[config.mk]
export PLATFORM = sky130hd
export DESIGN_NAME = rhg_gate
export DESIGN_NICKNAME = d
export VERILOG_FILES = /design/src/logic/rhg_pkg.sv /design/src/logic/rhg_gate.sv
export SDC_FILE = /design/constraint.sdc
export NUM_CORES = 1
export LEC_CHECK = 0
export ABC_AREA = 1
export BUFFER_PORTS_ARGS = -buffer_cell sky130_fd_sc_hd__buf_2
export CAP_MARGIN = 25
export CELL_PAD_IN_SITES_DETAIL_PLACEMENT = 1
export CELL_PAD_IN_SITES_GLOBAL_PLACEMENT = 1
export CORE_UTILIZATION = 44
export CTS_BUF_LIST = sky130_fd_sc_hd__clkbuf_16
export DETAILED_ROUTE_END_ITERATION = 8
export GPL_ROUTABILITY_DRIVEN = 0
export PLACE_DENSITY_LB_ADDON = 0.1
export SLEW_MARGIN = 20
export SYNTH_ARGS = -nofsm -noshare
export SYNTH_HDL_FRONTEND = slang
export SYNTH_SLANG_ARGS = --single-unit
[constraint.sdc]
create_clock -name sys_clk_in -period 2.95 [get_ports sys_clk_in]
set_input_delay 0.4425 -clock sys_clk_in [delete_from_list [all_inputs] [get_ports sys_clk_in]]
set_output_delay 0.4425 -clock sys_clk_in [all_outputs]
set_load 0.005 [all_outputs]
[src/logic/rhg_pkg.sv]
// Shared constants and types for the random generator health gate
package rhg_pkg;

	// Octet width of released random values
	localparam int unsigned RHG_OCTET_W     = 8;
	// Clocks between two samples of the raw entropy pin
	localparam int unsigned RHG_SAMPLE_DIV  = 8;
	// Identical raw bits in a row that mean a dead source
	localparam int unsigned RHG_RUN_LIMIT   = 32;
	// Raw bits per statistical test window
	localparam int unsigned RHG_WIN_BITS    = 256;
	// Accepted band for the count of ones in one window
	localparam int unsigned RHG_ONES_LO     = 100;
	localparam int unsigned RHG_ONES_HI     = 156;
	// Raw bits observed by a software started failure test
	localparam int unsigned RHG_HWT_BITS    = 64;
	// Depth of the output octet buffer
	localparam int unsigned RHG_FIFO_DEPTH  = 8;

	// Counter widths derived from the figures above
	localparam int unsigned RHG_DIV_W  = $clog2(RHG_SAMPLE_DIV);
	localparam int unsigned RHG_RUN_W  = $clog2(RHG_RUN_LIMIT + 1);
	localparam int unsigned RHG_WIN_W  = $clog2(RHG_WIN_BITS + 1);
	localparam int unsigned RHG_HWT_W  = $clog2(RHG_HWT_BITS + 1);
	// Release delay line: bits held back before they may leave
	localparam int unsigned RHG_DLY_W  = RHG_RUN_LIMIT + RHG_OCTET_W;

	// Reset value of the state register
	localparam logic [1:0]  RHG_ST_RESET = 2'h0;

	// Gate state, Gray coded along idle, power-up, run, fail
	typedef enum logic [1:0] {
		RHG_IDLE    = 2'h0,
		RHG_POWERUP = 2'h1,
		RHG_RUN     = 2'h3,
		RHG_FAIL    = 2'h2
	} rhg_state_e;

	// Health status seen by software
	typedef struct packed {
		logic total_fail;   // Dead entropy source latched
		logic online_fail;  // Statistical defect latched
		logic powerup_done; // Power-up test passed
		logic out_enable;   // Random output currently allowed
	} rhg_status_s;

	// Result of the software started failure test
	typedef struct packed {
		logic busy; // Test still running
		logic done; // Result below is valid
		logic pass; // Source looked alive
	} rhg_hwtest_s;

endpackage : rhg_pkg

[src/logic/rhg_gate.sv]
// Health gated random octet source with its output buffer
//
// Summary of operation
// - Check for dead source right at start
// - Dead source at start blocks all output
// - Drop values built from post-failure raw bits
// - Statistical test at start and while running
// - No output before power-up test passes
// - Statistical defect stops all output
// - Statistical test runs continuously, window by window
// - Defects caught by the end of the first whole window after onset
// - Random output delivered as octets
// - Software starts failure test, result flag reported

// Simple synchronous FIFO with valid and ready on both sides
module rhg_fifo #(
	parameter int unsigned WIDTH = 8,
	parameter int unsigned DEPTH = 8
) (
	input  wire logic             sys_clk_in,
	input  wire logic             rst_in,
	input  wire logic             flush_in,
	input  wire logic             wr_valid_in,
	output logic                  wr_ready_out,
	input  wire logic [WIDTH-1:0] wr_data_in,
	output logic                  rd_valid_out,
	input  wire logic             rd_ready_in,
	output logic      [WIDTH-1:0] rd_data_out
);
	localparam int unsigned AW = (DEPTH > 1) ? $clog2(DEPTH) : 1;

	logic [WIDTH-1:0] mem_r [DEPTH];   // Storage array
	logic [AW-1:0]    wptr_r;          // Next write slot
	logic [AW-1:0]    rptr_r;          // Next read slot
	logic [AW:0]      count_r;         // Words held
	logic             push;            // Word accepted this cycle
	logic             pop;             // Word drained this cycle

	// Honest full and empty from the occupancy count
	assign wr_ready_out = (count_r != (AW+1)'(DEPTH));
	assign rd_valid_out = (count_r != '0);
	assign push         = wr_valid_in && wr_ready_out && !flush_in;
	assign pop          = rd_valid_out && rd_ready_in && !flush_in;
	assign rd_data_out  = mem_r[rptr_r];

	// Storage write, no reset needed on data
	always_ff @(posedge sys_clk_in)
	begin
		if (push)
			mem_r[wptr_r] <= wr_data_in;
	end

	// Pointers and count; flush empties the buffer at once
	always_ff @(posedge sys_clk_in or posedge rst_in)
	begin
		if (rst_in)
			{wptr_r, rptr_r, count_r} <= '0;
		else if (flush_in)
			{wptr_r, rptr_r, count_r} <= '0;
		else
		begin
			// Pointers wrap at the configured depth
			if (push)
				wptr_r <= (wptr_r == AW'(DEPTH-1)) ? '0 : wptr_r + 1'b1;
			if (pop)
				rptr_r <= (rptr_r == AW'(DEPTH-1)) ? '0 : rptr_r + 1'b1;
			if (push && !pop)
				count_r <= count_r + 1'b1;
			else if (pop && !push)
				count_r <= count_r - 1'b1;
		end
	end

endmodule : rhg_fifo

// Health test and output gate for the physical random generator
module rhg_gate #(
	parameter int unsigned SAMPLE_DIV = rhg_pkg::RHG_SAMPLE_DIV,
	parameter int unsigned FIFO_DEPTH = rhg_pkg::RHG_FIFO_DEPTH
) (
	input  wire logic                  sys_clk_in,
	input  wire logic                  rst_in,
	input  wire logic                  raw_bit_in,
	input  wire logic                  rng_start_in,
	input  wire logic                  hwtest_start_in,
	output logic                       rd_valid_out,
	input  wire logic                  rd_ready_in,
	output logic [rhg_pkg::RHG_OCTET_W-1:0] rd_data_out,
	output rhg_pkg::rhg_status_s       status_out,
	output rhg_pkg::rhg_hwtest_s       hwtest_out
);
	import rhg_pkg::*;

	rhg_state_e           state_r;      // Gate state
	logic                 raw_s1_r;     // Synchroniser first stage
	logic                 raw_s2_r;     // Synchronised raw bit
	logic [RHG_DIV_W-1:0] div_r;        // Sample spacing counter
	logic                 tick;         // One raw bit sampled
	logic                 last_bit_r;   // Previous sampled bit
	logic [RHG_RUN_W-1:0] run_r;        // Current run length
	logic [RHG_WIN_W-1:0] win_r;        // Bits seen in window
	logic [RHG_WIN_W-1:0] ones_r;       // Ones seen in window
	logic [RHG_WIN_W-1:0] ones_now;     // Ones including this bit
	logic                 dead_evt;     // Run limit reached
	logic                 win_end;      // Window closes now
	logic                 win_bad;      // Window out of band
	logic                 total_fail_r; // Latched dead source
	logic                 online_fail_r;// Latched statistical defect
	logic                 powerup_ok_r; // Power-up window passed
	logic                 testing;      // Health tests active
	logic [RHG_DLY_W-1:0] dly_r;        // Release delay line
	logic [RHG_RUN_W:0]   fill_r;       // Delay line fill level
	logic [2:0]           bitcnt_r;     // Bits into current octet
	logic                 oct_push;     // Octet offered to buffer
	logic                 buf_ready;    // Buffer has room
	logic                 buf_valid;    // Buffer holds an octet
	logic                 shift_en;     // Assembly may take a bit
	logic [RHG_HWT_W-1:0] hwt_cnt_r;    // Failure test bit count
	logic                 hwt_busy_r;   // Failure test running
	logic                 hwt_bad_r;    // Failure seen in test
	logic                 hwt_done_r;   // Failure test finished
	logic                 hwt_pass_r;   // Failure test result

	// Entropy pin is asynchronous: two flops before any use
	always_ff @(posedge sys_clk_in or posedge rst_in)
	begin
		if (rst_in)
			{raw_s2_r, raw_s1_r} <= 2'h0;
		else
			{raw_s2_r, raw_s1_r} <= {raw_s1_r, raw_bit_in};
	end

	// Sample divider keeps successive raw bits apart
	always_ff @(posedge sys_clk_in or posedge rst_in)
	begin
		if (rst_in)
			div_r <= '0;
		else
			div_r <= tick ? '0 : div_r + 1'b1;
	end

	assign tick    = (div_r == RHG_DIV_W'(SAMPLE_DIV-1));
	assign testing = (state_r == RHG_POWERUP) || (state_r == RHG_RUN);

	// dead source check, run of identical bits
	assign dead_evt = testing && tick && (raw_s2_r == last_bit_r)
		&& (run_r == RHG_RUN_W'(RHG_RUN_LIMIT-1));
	// ones count judged at each window end
	assign ones_now = ones_r + RHG_WIN_W'(raw_s2_r);
	assign win_end  = testing && tick
		&& (win_r == RHG_WIN_W'(RHG_WIN_BITS-1));
	assign win_bad  = (ones_now < RHG_WIN_W'(RHG_ONES_LO))
		|| (ones_now > RHG_WIN_W'(RHG_ONES_HI));

	// Run length tracker, restarted with the generator
	always_ff @(posedge sys_clk_in or posedge rst_in)
	begin
		if (rst_in)
			{last_bit_r, run_r} <= '0;
		else if (rng_start_in)
			{last_bit_r, run_r} <= '0;
		else if (testing && tick)
		begin
			last_bit_r <= raw_s2_r;
			// Same bit extends the run, saturating at the limit
			if (raw_s2_r != last_bit_r)
				run_r <= RHG_RUN_W'(1);
			else if (run_r != RHG_RUN_W'(RHG_RUN_LIMIT))
				run_r <= run_r + 1'b1;
		end
	end

	// windows follow back to back, so testing never pauses
	// a defect is caught by the end of the first whole window after its onset
	always_ff @(posedge sys_clk_in or posedge rst_in)
	begin
		if (rst_in)
			{win_r, ones_r} <= '0;
		else if (rng_start_in || win_end)
			{win_r, ones_r} <= '0;
		else if (testing && tick)
		begin
			win_r  <= win_r + 1'b1;
			ones_r <= ones_now;
		end
	end

	// Gate state machine
	always_ff @(posedge sys_clk_in or posedge rst_in)
	begin
		if (rst_in)
			state_r <= rhg_state_e'(RHG_ST_RESET);
		else if (rng_start_in)
			state_r <= RHG_POWERUP;
		else
		begin
			unique case (state_r)
				RHG_IDLE:
					state_r <= RHG_IDLE;
				// only a clean first window opens the gate
				RHG_POWERUP:
					if (dead_evt || (win_end && win_bad))
						state_r <= RHG_FAIL;
					else if (win_end)
						state_r <= RHG_RUN;
				// any defect while running closes the gate
				RHG_RUN:
					if (dead_evt || (win_end && win_bad))
						state_r <= RHG_FAIL;
				// only a restart leaves the failed state
				RHG_FAIL:
					state_r <= RHG_FAIL;
			endcase
		end
	end

	// Sticky health flags; a new failure wins over the restart clear, which wins over a power-up pass
	always_ff @(posedge sys_clk_in or posedge rst_in)
	begin
		if (rst_in)
		begin
			total_fail_r  <= 1'b0;
			online_fail_r <= 1'b0;
			powerup_ok_r  <= 1'b0;
		end
		else
		begin
			// a dead source latches and blocks output
			total_fail_r  <= dead_evt || (total_fail_r && !rng_start_in);
			online_fail_r <= (win_end && win_bad)
				|| (online_fail_r && !rng_start_in);
			if (rng_start_in)
				powerup_ok_r <= 1'b0;
			else if ((state_r == RHG_POWERUP) && win_end && !win_bad
				&& !dead_evt)
				powerup_ok_r <= 1'b1;
		end
	end

	// Assembly halts while the buffer is full, the tests do not
	assign shift_en = testing && tick && buf_ready && !dead_evt;

	// bits wait a full run length before release, so a dead
	// source is flagged before any of its bits reach an octet
	always_ff @(posedge sys_clk_in or posedge rst_in)
	begin
		if (rst_in)
			{dly_r, fill_r, bitcnt_r} <= '0;
		// Held bits are discarded, never released; a full buffer
		// restarts ageing so every octet is one unbroken slice
		else if (rng_start_in || !testing || dead_evt
			|| (tick && !buf_ready))
			{dly_r, fill_r, bitcnt_r} <= '0;
		else if (shift_en)
		begin
			dly_r <= {dly_r[RHG_DLY_W-2:0], raw_s2_r};
			if (fill_r != (RHG_RUN_W+1)'(RHG_RUN_LIMIT))
				fill_r <= fill_r + 1'b1;
			else
				bitcnt_r <= bitcnt_r + 1'b1;
		end
	end

	// one octet offered per eight aged bits
	assign oct_push = shift_en && (bitcnt_r == 3'h7)
		&& (fill_r == (RHG_RUN_W+1)'(RHG_RUN_LIMIT));

	// Octet buffer between the tests and software
	rhg_fifo #(
		.WIDTH (RHG_OCTET_W),
		.DEPTH (FIFO_DEPTH)
	) u_fifo (
		.sys_clk_in   (sys_clk_in),
		.rst_in       (rst_in),
		.flush_in     (state_r != RHG_RUN),
		.wr_valid_in  (oct_push),
		.wr_ready_out (buf_ready),
		.wr_data_in   (dly_r[RHG_DLY_W-2:RHG_DLY_W-1-RHG_OCTET_W]),
		.rd_valid_out (buf_valid),
		.rd_ready_in  (rd_ready_in && (state_r == RHG_RUN)),
		.rd_data_out  (rd_data_out)
	);

	// valid only in run state with no latched failure
	assign rd_valid_out = buf_valid && (state_r == RHG_RUN)
		&& !total_fail_r && !online_fail_r;

	// software started failure test over a fixed bit count
	always_ff @(posedge sys_clk_in or posedge rst_in)
	begin
		if (rst_in)
		begin
			hwt_busy_r <= 1'b0;
			hwt_bad_r  <= 1'b0;
			hwt_done_r <= 1'b0;
			hwt_pass_r <= 1'b0;
			hwt_cnt_r  <= '0;
		end
		else if (hwtest_start_in)
		begin
			// A start while idle or failed reports fail at once
			hwt_busy_r <= testing;
			hwt_bad_r  <= 1'b0;
			hwt_done_r <= !testing;
			hwt_pass_r <= 1'b0;
			hwt_cnt_r  <= '0;
		end
		else if (hwt_busy_r)
		begin
			if (dead_evt || !testing)
				hwt_bad_r <= 1'b1;
			if (tick)
				hwt_cnt_r <= hwt_cnt_r + 1'b1;
			if (tick && (hwt_cnt_r == RHG_HWT_W'(RHG_HWT_BITS-1)))
			begin
				hwt_busy_r <= 1'b0;
				hwt_done_r <= 1'b1;
				hwt_pass_r <= !hwt_bad_r && !dead_evt && testing;
			end
		end
	end

	// Status words for software
	assign status_out = '{total_fail:   total_fail_r,
		online_fail:  online_fail_r,
		powerup_done: powerup_ok_r,
		out_enable:   (state_r == RHG_RUN)};
	assign hwtest_out = '{busy: hwt_busy_r, done: hwt_done_r,
		pass: hwt_pass_r};

endmodule : rhg_gate

==> After elaboration in Yosys (flattened, before gate mapping) <==
Memories as Yosys holds them, arrays and structs flattened.
Cells that the tools add are included.
{ "word_totals": {"register_bits": 105, "ram_bits": 64, "input_bits": 6, "output_inout_bits": 16, "wordCells": 179, "mem_count": 1} }
{ "op_classes": {"add_sub_neg": 11, "magnitude_cmp": 2, "n_eq_ne": 20, "n_mux": 52, "n_reduce_logical": 71} }
{ "memory_table": {"columns": ["memory", "depth", "word_bits", "read_ports", "rd_ports_with_merged_regs", "wr", "line_no", "text"], "rows": [
  ["u_fifo.mem_r", 8, 8, 1, 0, 1, "rhg_gate.sv:32", "logic [WIDTH-1:0] mem_r [DEPTH];"]
]} }
{ "op_table": {"columns": ["cell", "count"], "rows": [
  ["39-bit two-way mux", 2],
  ["7-bit two-way mux", 6],
  ["9-bit two-way mux", 4],
  ["3-bit two-way mux", 10],
  ["1-bit logical AND", 28],
  ["6-bit two-way mux", 4],
  ["2-bit nonzero test", 11],
  ["1-bit two-way mux", 18],
  ["7-bit by 1-bit adder with 7-bit output (second input constant)", 2],
  ["7-bit by 6-bit == test with 1-bit output (second input constant)", 2],
  ["2-bit AND reduction", 7],
  ["3-bit by 1-bit adder with 3-bit output (second input constant)", 4],
  ["3-bit == test (second input constant)", 4],
  ["4-bit two-way mux", 3],
  ["1-bit zero test", 11],
  ["1-bit logical OR", 10],
  ["9-bit by 1-bit adder with 9-bit output", 1],
  ["9-bit by 1-bit adder with 9-bit output (second input constant)", 1],
  ["9-bit by 8-bit == test with 1-bit output (second input constant)", 1],
  ["9-bit by 8-bit greater-than comparator with 1-bit output (second input constant)", 1],
  ["9-bit by 7-bit less-than comparator with 1-bit output (second input constant)", 1],
  ["2-bit two-way mux", 4],
  ["4-bit != test (second input constant)", 2],
  ["2-bit one-hot mux with 4 select lines", 1],
  ["15 further kinds", 18]
]} }

==> Longest topological paths before layout <==
{ "logic_depth": {"word_depth": 16, "mapped_depth": 16, "mapped_depth_nobuf": 16} }

==> Cells and area by module <==
From an unflattened synthesis, not the netlist that was laid out.
{ "unflattened": {"hier_cells": 832, "area_unflattened_um2": 7975.1} }
{ "modules_own_cells": {"columns": ["module", "instances", "cells_each", "area_each_um2", "seq_area_each_um2"], "rows": [
  ["rhg_gate", 1, 552, 4783.3, 2377.3],
  ["rhg_fifo", 1, 280, 3191.8, 2172.1]
]} }

==> Worst setup path before layout <==
OpenSTA, ideal clock, no wires.
{ "synth_path": {"path_type": "register to register", "startpoint": "reg div_r[0]", "endpoint": "reg u_fifo.count_r[3]", "setup_time_ps": 126, "t_arrival_ps": 2533, "required_time_ps": 2824, "setup_slack_ps": 292, "path_stages_with_launch": 17, "path_buffers": 0, "period_less_slack_ps": 2658, "path_cell_list": "dfrtp_1 > ha_1 > ha_1 > nand2_2 > nor2_2 > nand4_4 > nand3_4 > nor2_2 > nand3_1 > inv_2 > ha_1 > inv_1 > ha_1 > nand2_1 > o21ai_0 > xor2_1 > o22ai_1"} }
{ "synth_between": {"elab_chain_len": 13, "elab_cells_between_ends": 17, "classes_between": "1 x eq/ne; 2 x mux; 14 x reduce/logical"} }
{ "synth_rtl": {"columns": ["element", "line_no", "text"], "rows": [
  ["from (decl)", "rhg_gate.sv:97", "logic [RHG_DIV_W-1:0] div_r;"],
  ["from (signal assigned)", "rhg_gate.sv:139", "div_r <= tick ? '0 : div_r + 1'b1;"],
  ["3-bit == test (*)", "rhg_gate.sv:142", "assign tick = (div_r == RHG_DIV_W'(SAMPLE_DIV-1));"],
  ["1-bit logical AND (*)", "rhg_gate.sv:146, rhg_gate.sv:241", null],
  ["1-bit logical AND", "rhg_gate.sv:146", "assign dead_evt = testing && tick && (raw_s2_r == last_bit_r)"],
  ["1-bit logical AND", "rhg_gate.sv:147", "&& (run_r == RHG_RUN_W'(RHG_RUN_LIMIT-1));"],
  ["1-bit zero test", "rhg_gate.sv:241", "assign shift_en = testing && tick && buf_ready && !dead_evt;"],
  ["1-bit logical AND (*)", "rhg_gate.sv:241", null],
  ["1-bit logical AND (*)", "rhg_gate.sv:265", "assign oct_push = shift_en && (bitcnt_r == 3'h7)"],
  ["1-bit logical AND (*)", "rhg_gate.sv:266", "&& (fill_r == (RHG_RUN_W+1)'(RHG_RUN_LIMIT));"],
  ["1-bit logical AND (*) (2 in series)", "rhg_gate.sv:42", "assign push = wr_valid_in && wr_ready_out && !flush_in;"],
  ["1-bit logical AND or 1-bit zero test (tied branches)", "rhg_gate.sv:67, rhg_gate.sv:69", null],
  ["4-bit two-way mux or 1-bit logical AND (tied branches)", "rhg_gate.sv:67, rhg_gate.sv:69", null],
  ["4-bit two-way mux or 3-bit nonzero test (tied branches)", null, null],
  ["to (signal assigned)", "rhg_gate.sv:68", "count_r <= count_r + 1'b1;"],
  ["to (signal assigned)", "rhg_gate.sv:70", "count_r <= count_r - 1'b1;"],
  ["to (decl)", "rhg_gate.sv:35", "logic [AW:0] count_r;"]
]} }
Mark *: on every way between the ends. The rest lies on a longest branch, timed or not.
A chain may end at the register's enable or synchronous reset.

==> Worst setup path in the final report <==
Ends and elaborated chain as after synthesis.

==> summary.md <==
| Metric | Value |
|---|---|
| CTS Hold Bufs | `0` |
| IO Port Bufs | `21` |
| Drt wl/cell | `16.4 um` |
| Hold WC Path Type | `primary input to flop` |
| Core area | `0.0168 sq mm` |
| Remaining DRCs | `0` |
| CP Capture Type | `flop` |
| Clock-pin slew on the worst setup and hold paths | `0.06 ns` |
| FMAX | `360 MHz` |
| WP data arrival | `3.09 ns` |
| Busiest layer in global routing | `met2` |
| Max VDD drop | `458 uV` |
| Met1 usage in global routing | `27.1%` |
| Nets | `839` |
| Initial antenna violation count | `0` |
| Final WL | `17,200 um` |
| First-pass DRT Iterations | `4` |
| Chip width | `134 um` |
| Post-CTS setup buffers | `0` |
| P&R area growth vs syn | `12.5%` |
| Root Buffer | `clkbuf_16` |
| GRT overflow | `0` |
| Synth area leader | `dfrtp_1` |
| # diodes | `0` |
| Synth Area per Inst | `9.76 sq um` |
| Tot Pwr | `4.92 mW` |
| Startpoint Class | `flop` |
| Worst hold path depth | `1` |
| Setup Skew | `0.0124 ns` |
| Synthesized cell area | `0.00764 sq mm` |
| CTS Buf Count | `17` |
| Setup Viol. Count Final | `0` |
| CTS tree | `yes` |
| Tot GR Track Use | `20.9%` |
| Die area | `0.0179 sq mm` |
| Reg2reg start | `div_r[0]$_DFF_PP0_` |
| Synthesized instance count | `783` |
| 1st-iter DRT viols | `266` |
| Hold_ws | `0.125 ns` |
| Max-slew headroom | `44.1%` |
| Filler cell count | `1,923` |
| Post-synth net total | `810` |
| Largest net degree at the start of global routing | `64` |
| Post-route minimum period | `2.78 ns` |
| Global-route wire length before repair | `29,300 um` |
| Max Cap Viol | `0` |
| Count of cell types in the netlist | `40` |
| H-tree depth | `4` |
| Synthesis Warnings | `0` |
| Top cells by area, synth | `dfrtp_1, edfxtp_1, nor2_1, o21ai_0, nand2_1` |
| Reg2reg path depth | `16` |
| Met3 usage | `3.61%` |
| Share of the synthesized area in the top cell type | `34.4%` |
| Routed Antenna Nets | `0` |
| CP Max Fanout | `5` |
| Area after DPL | `0.00798 sq mm` |
| CTS Buffer Depth | `2` |
| IO Pins | `22` |
| Cell area after layout | `0.00859 sq mm` |
| Post-DP HPWL | `11,500 um` |
| Register area | `0.00455 sq mm` |
| Vias | `5,575` |
| Sink Count | `169` |
| Hold Path Sink | `raw_s1_r$_DFF_PP0_` |
| Row count | `47` |
| Clock Latency Late Sink | `0.43 ns` |
| Initial core utilization | `45.6%` |
| Leak | `3.88 nW` |
| CP Class | `flop to flop` |
| Layout cells sized above 1 | `12.7%` |
| Outcome | `completed` |
| Count of final hold-check violations | `0` |
| Worst r2r dst | `u_fifo.count_r[3]$_DFFE_PP0P_` |
| Worst Setup SP | `div_r[0]$_DFF_PP0_` |
| Die height | `134 um` |
| #FFs+latches synth | `169` |
| Vias/cell | `5.33` |
| Actual slew at the worst max-slew pin | `0.839 ns` |
| Pwr Density | `572 mW/mm^2` |
| Tcrit/Tclk final | `94.3%` |
| Worst EP required | `3.26 ns` |
| Post-synthesis sequential area ratio | `59.6%` |
| Met2 Use GR | `35.5%` |
| Multi-input gate area | `0.00264 sq mm` |
| Hold Path Origin | `raw_bit_in` |
| Vias in the first global route | `5,897` |
| Max-slew violations | `0` |
| Worst reg-to-reg setup slack | `0.17 ns` |
power breakdown:
| group | internal, mW | switching, mW |
|---|---|---|
| Clock | 1.26 | 0.967 |
| Sequential | 2.47 | 0.0355 |
| Combinational | 0.0550 | 0.128 |
| Total | 3.79 | 1.13 |
per-layer routing:
metal / up-vias / part of all wire [%]
met5: - / 0
met3: 16 / 2.2
li1: 2684 / -
met1: 2813 / 46
met2: 62 / 50
met4: 0 / 1.4
flip-flops by register name, summed over array words and instances, names as in the netlist, 2 cells and up:
name / cells
run_r: 6
fill_r: 7
win_r: 9
ones_r: 9
dly_r: 39
u_fifo.rptr_r: 3
hwt_cnt_r: 7
state_r: 2
bitcnt_r: 3
u_fifo.count_r: 4
div_r: 3
u_fifo.mem_r: 64
u_fifo.wptr_r: 3
what timing repair did:
action / CTS / global route
endpoints found under the setup margin: 0 / 1
endpoints found under the hold margin: 0 / 0
gates resized for setup: 0 / 5
cells in the mapped netlist, drive strengths merged:
cell type	instances
o221ai	1
nand3b	2
buf	20
fa	1
nand3	34
nor2	182
ha	20
nand4	7
nand2	78
clkinv	3
edfxtp	64
clkbuf	10
inv	70
nor3b	2
o21ai	111
a21oi	17
a21boi	1
xnor2	1
nor3	12
and3	2
o211ai	2
dfrtp	105
o41ai	1
xor2	9
or2	1
a31oi	9
o22ai	18
layout by cell type, fill, tap and decap left out, types with 2 or more instances in the layout:
| cell | n |
|---|---|
| inv_6 | 2 |
| nand2_2 | 2 |
| nor3_1 | 11 |
| a21oi_1 | 16 |
| inv_8 | 2 |
| buf_2 | 21 |
| bufinv_16 | 2 |
| nand2_1 | 75 |
| nor2_1 | 178 |
| nor2_2 | 3 |
| o22ai_1 | 18 |
| edfxtp_1 | 64 |
| o21ai_0 | 94 |
| inv_2 | 5 |
| clkinvlp_4 | 6 |
| clkinv_4 | 3 |
| nand3_1 | 32 |
| o21ai_1 | 3 |
| a31oi_1 | 9 |
| dfrtp_1 | 105 |
| nand4_1 | 6 |
| xor2_1 | 9 |
| ha_1 | 19 |
| and3_1 | 2 |
| o21ai_2 | 14 |
| inv_1 | 64 |
| clkinv_1 | 4 |
| clkbuf_16 | 17 |
| o211ai_1 | 2 |
| buf_4 | 18 |
| nor3b_1 | 2 |
| nand3b_1 | 2 |
critical path, cell delays in order (launching register included):
cell     delay [ns]
dfrtp_1        0.39
ha_1           0.20
ha_1           0.20
nand2_2        0.12
nor2_2         0.06
nand4_4        0.13
nand3_4        0.10
nor2_4         0.12
nand3_1        0.11
inv_2          0.10
ha_2           0.21
inv_1          0.08
ha_1           0.35
nand2_1        0.09
o21ai_2        0.14
xor2_1         0.18
o22ai_1        0.08
layout make-up:
cell class | instances | share of cell area [%]
well taps | 220 | 3.20
clock buffers | 17 | 4.95
multi-input cells | 511 | 30.7
flip-flops and latches | 169 | 52.9
repair buffers | 40 | 3.03
inverters | 73 | 3.23
clock inverters | 15 | 1.95
stage by stage:
stage | std cells | util [%] | worst slack, ns | setup TNS [ns]
floorplan | 783 | - | 0.292 | 0
global placement | 1013 | 47.6 | 0.255 | 0
detailed placement | 1013 | 47.6 | 0.0426 | 0
CTS | 1045 | 51.2 | 0.0147 | 0
global route | 1045 | 51.3 | -0.0195 | -0.0195
finish | 1045 | 51.3 | 0.169 | 0
worst max-delay path by stage:
stage,end,slack [ns],depth (start not counted)
after floorplan,u_fifo.count_r[3]$_DFFE_PP0P_,0.29,16
after global placement,u_fifo.count_r[3]$_DFFE_PP0P_,0.25,16
after detailed placement,u_fifo.count_r[3]$_DFFE_PP0P_,0.04,16
after CTS,u_fifo.count_r[3]$_DFFE_PP0P_,0.01,16
after global routing,u_fifo.count_r[3]$_DFFE_PP0P_,-0.02,16
final,u_fifo.count_r[3]$_DFFE_PP0P_,0.17,16
cells by family (layout without fill, tap and decap cells):
family | after synthesis | in the layout | synth area share (%)
compound gates | 160 | 160 | 11.8
simple gates | 320 | 320 | 17.9
flops | 169 | 169 | 59.6
xor+xnor | 10 | 10 | 1.15
fa+ha+maj | 21 | 21 | 3.54
buf+inv | 103 | 145 | 6.13
No activity file was read; power rests on OpenSTA's default activity.
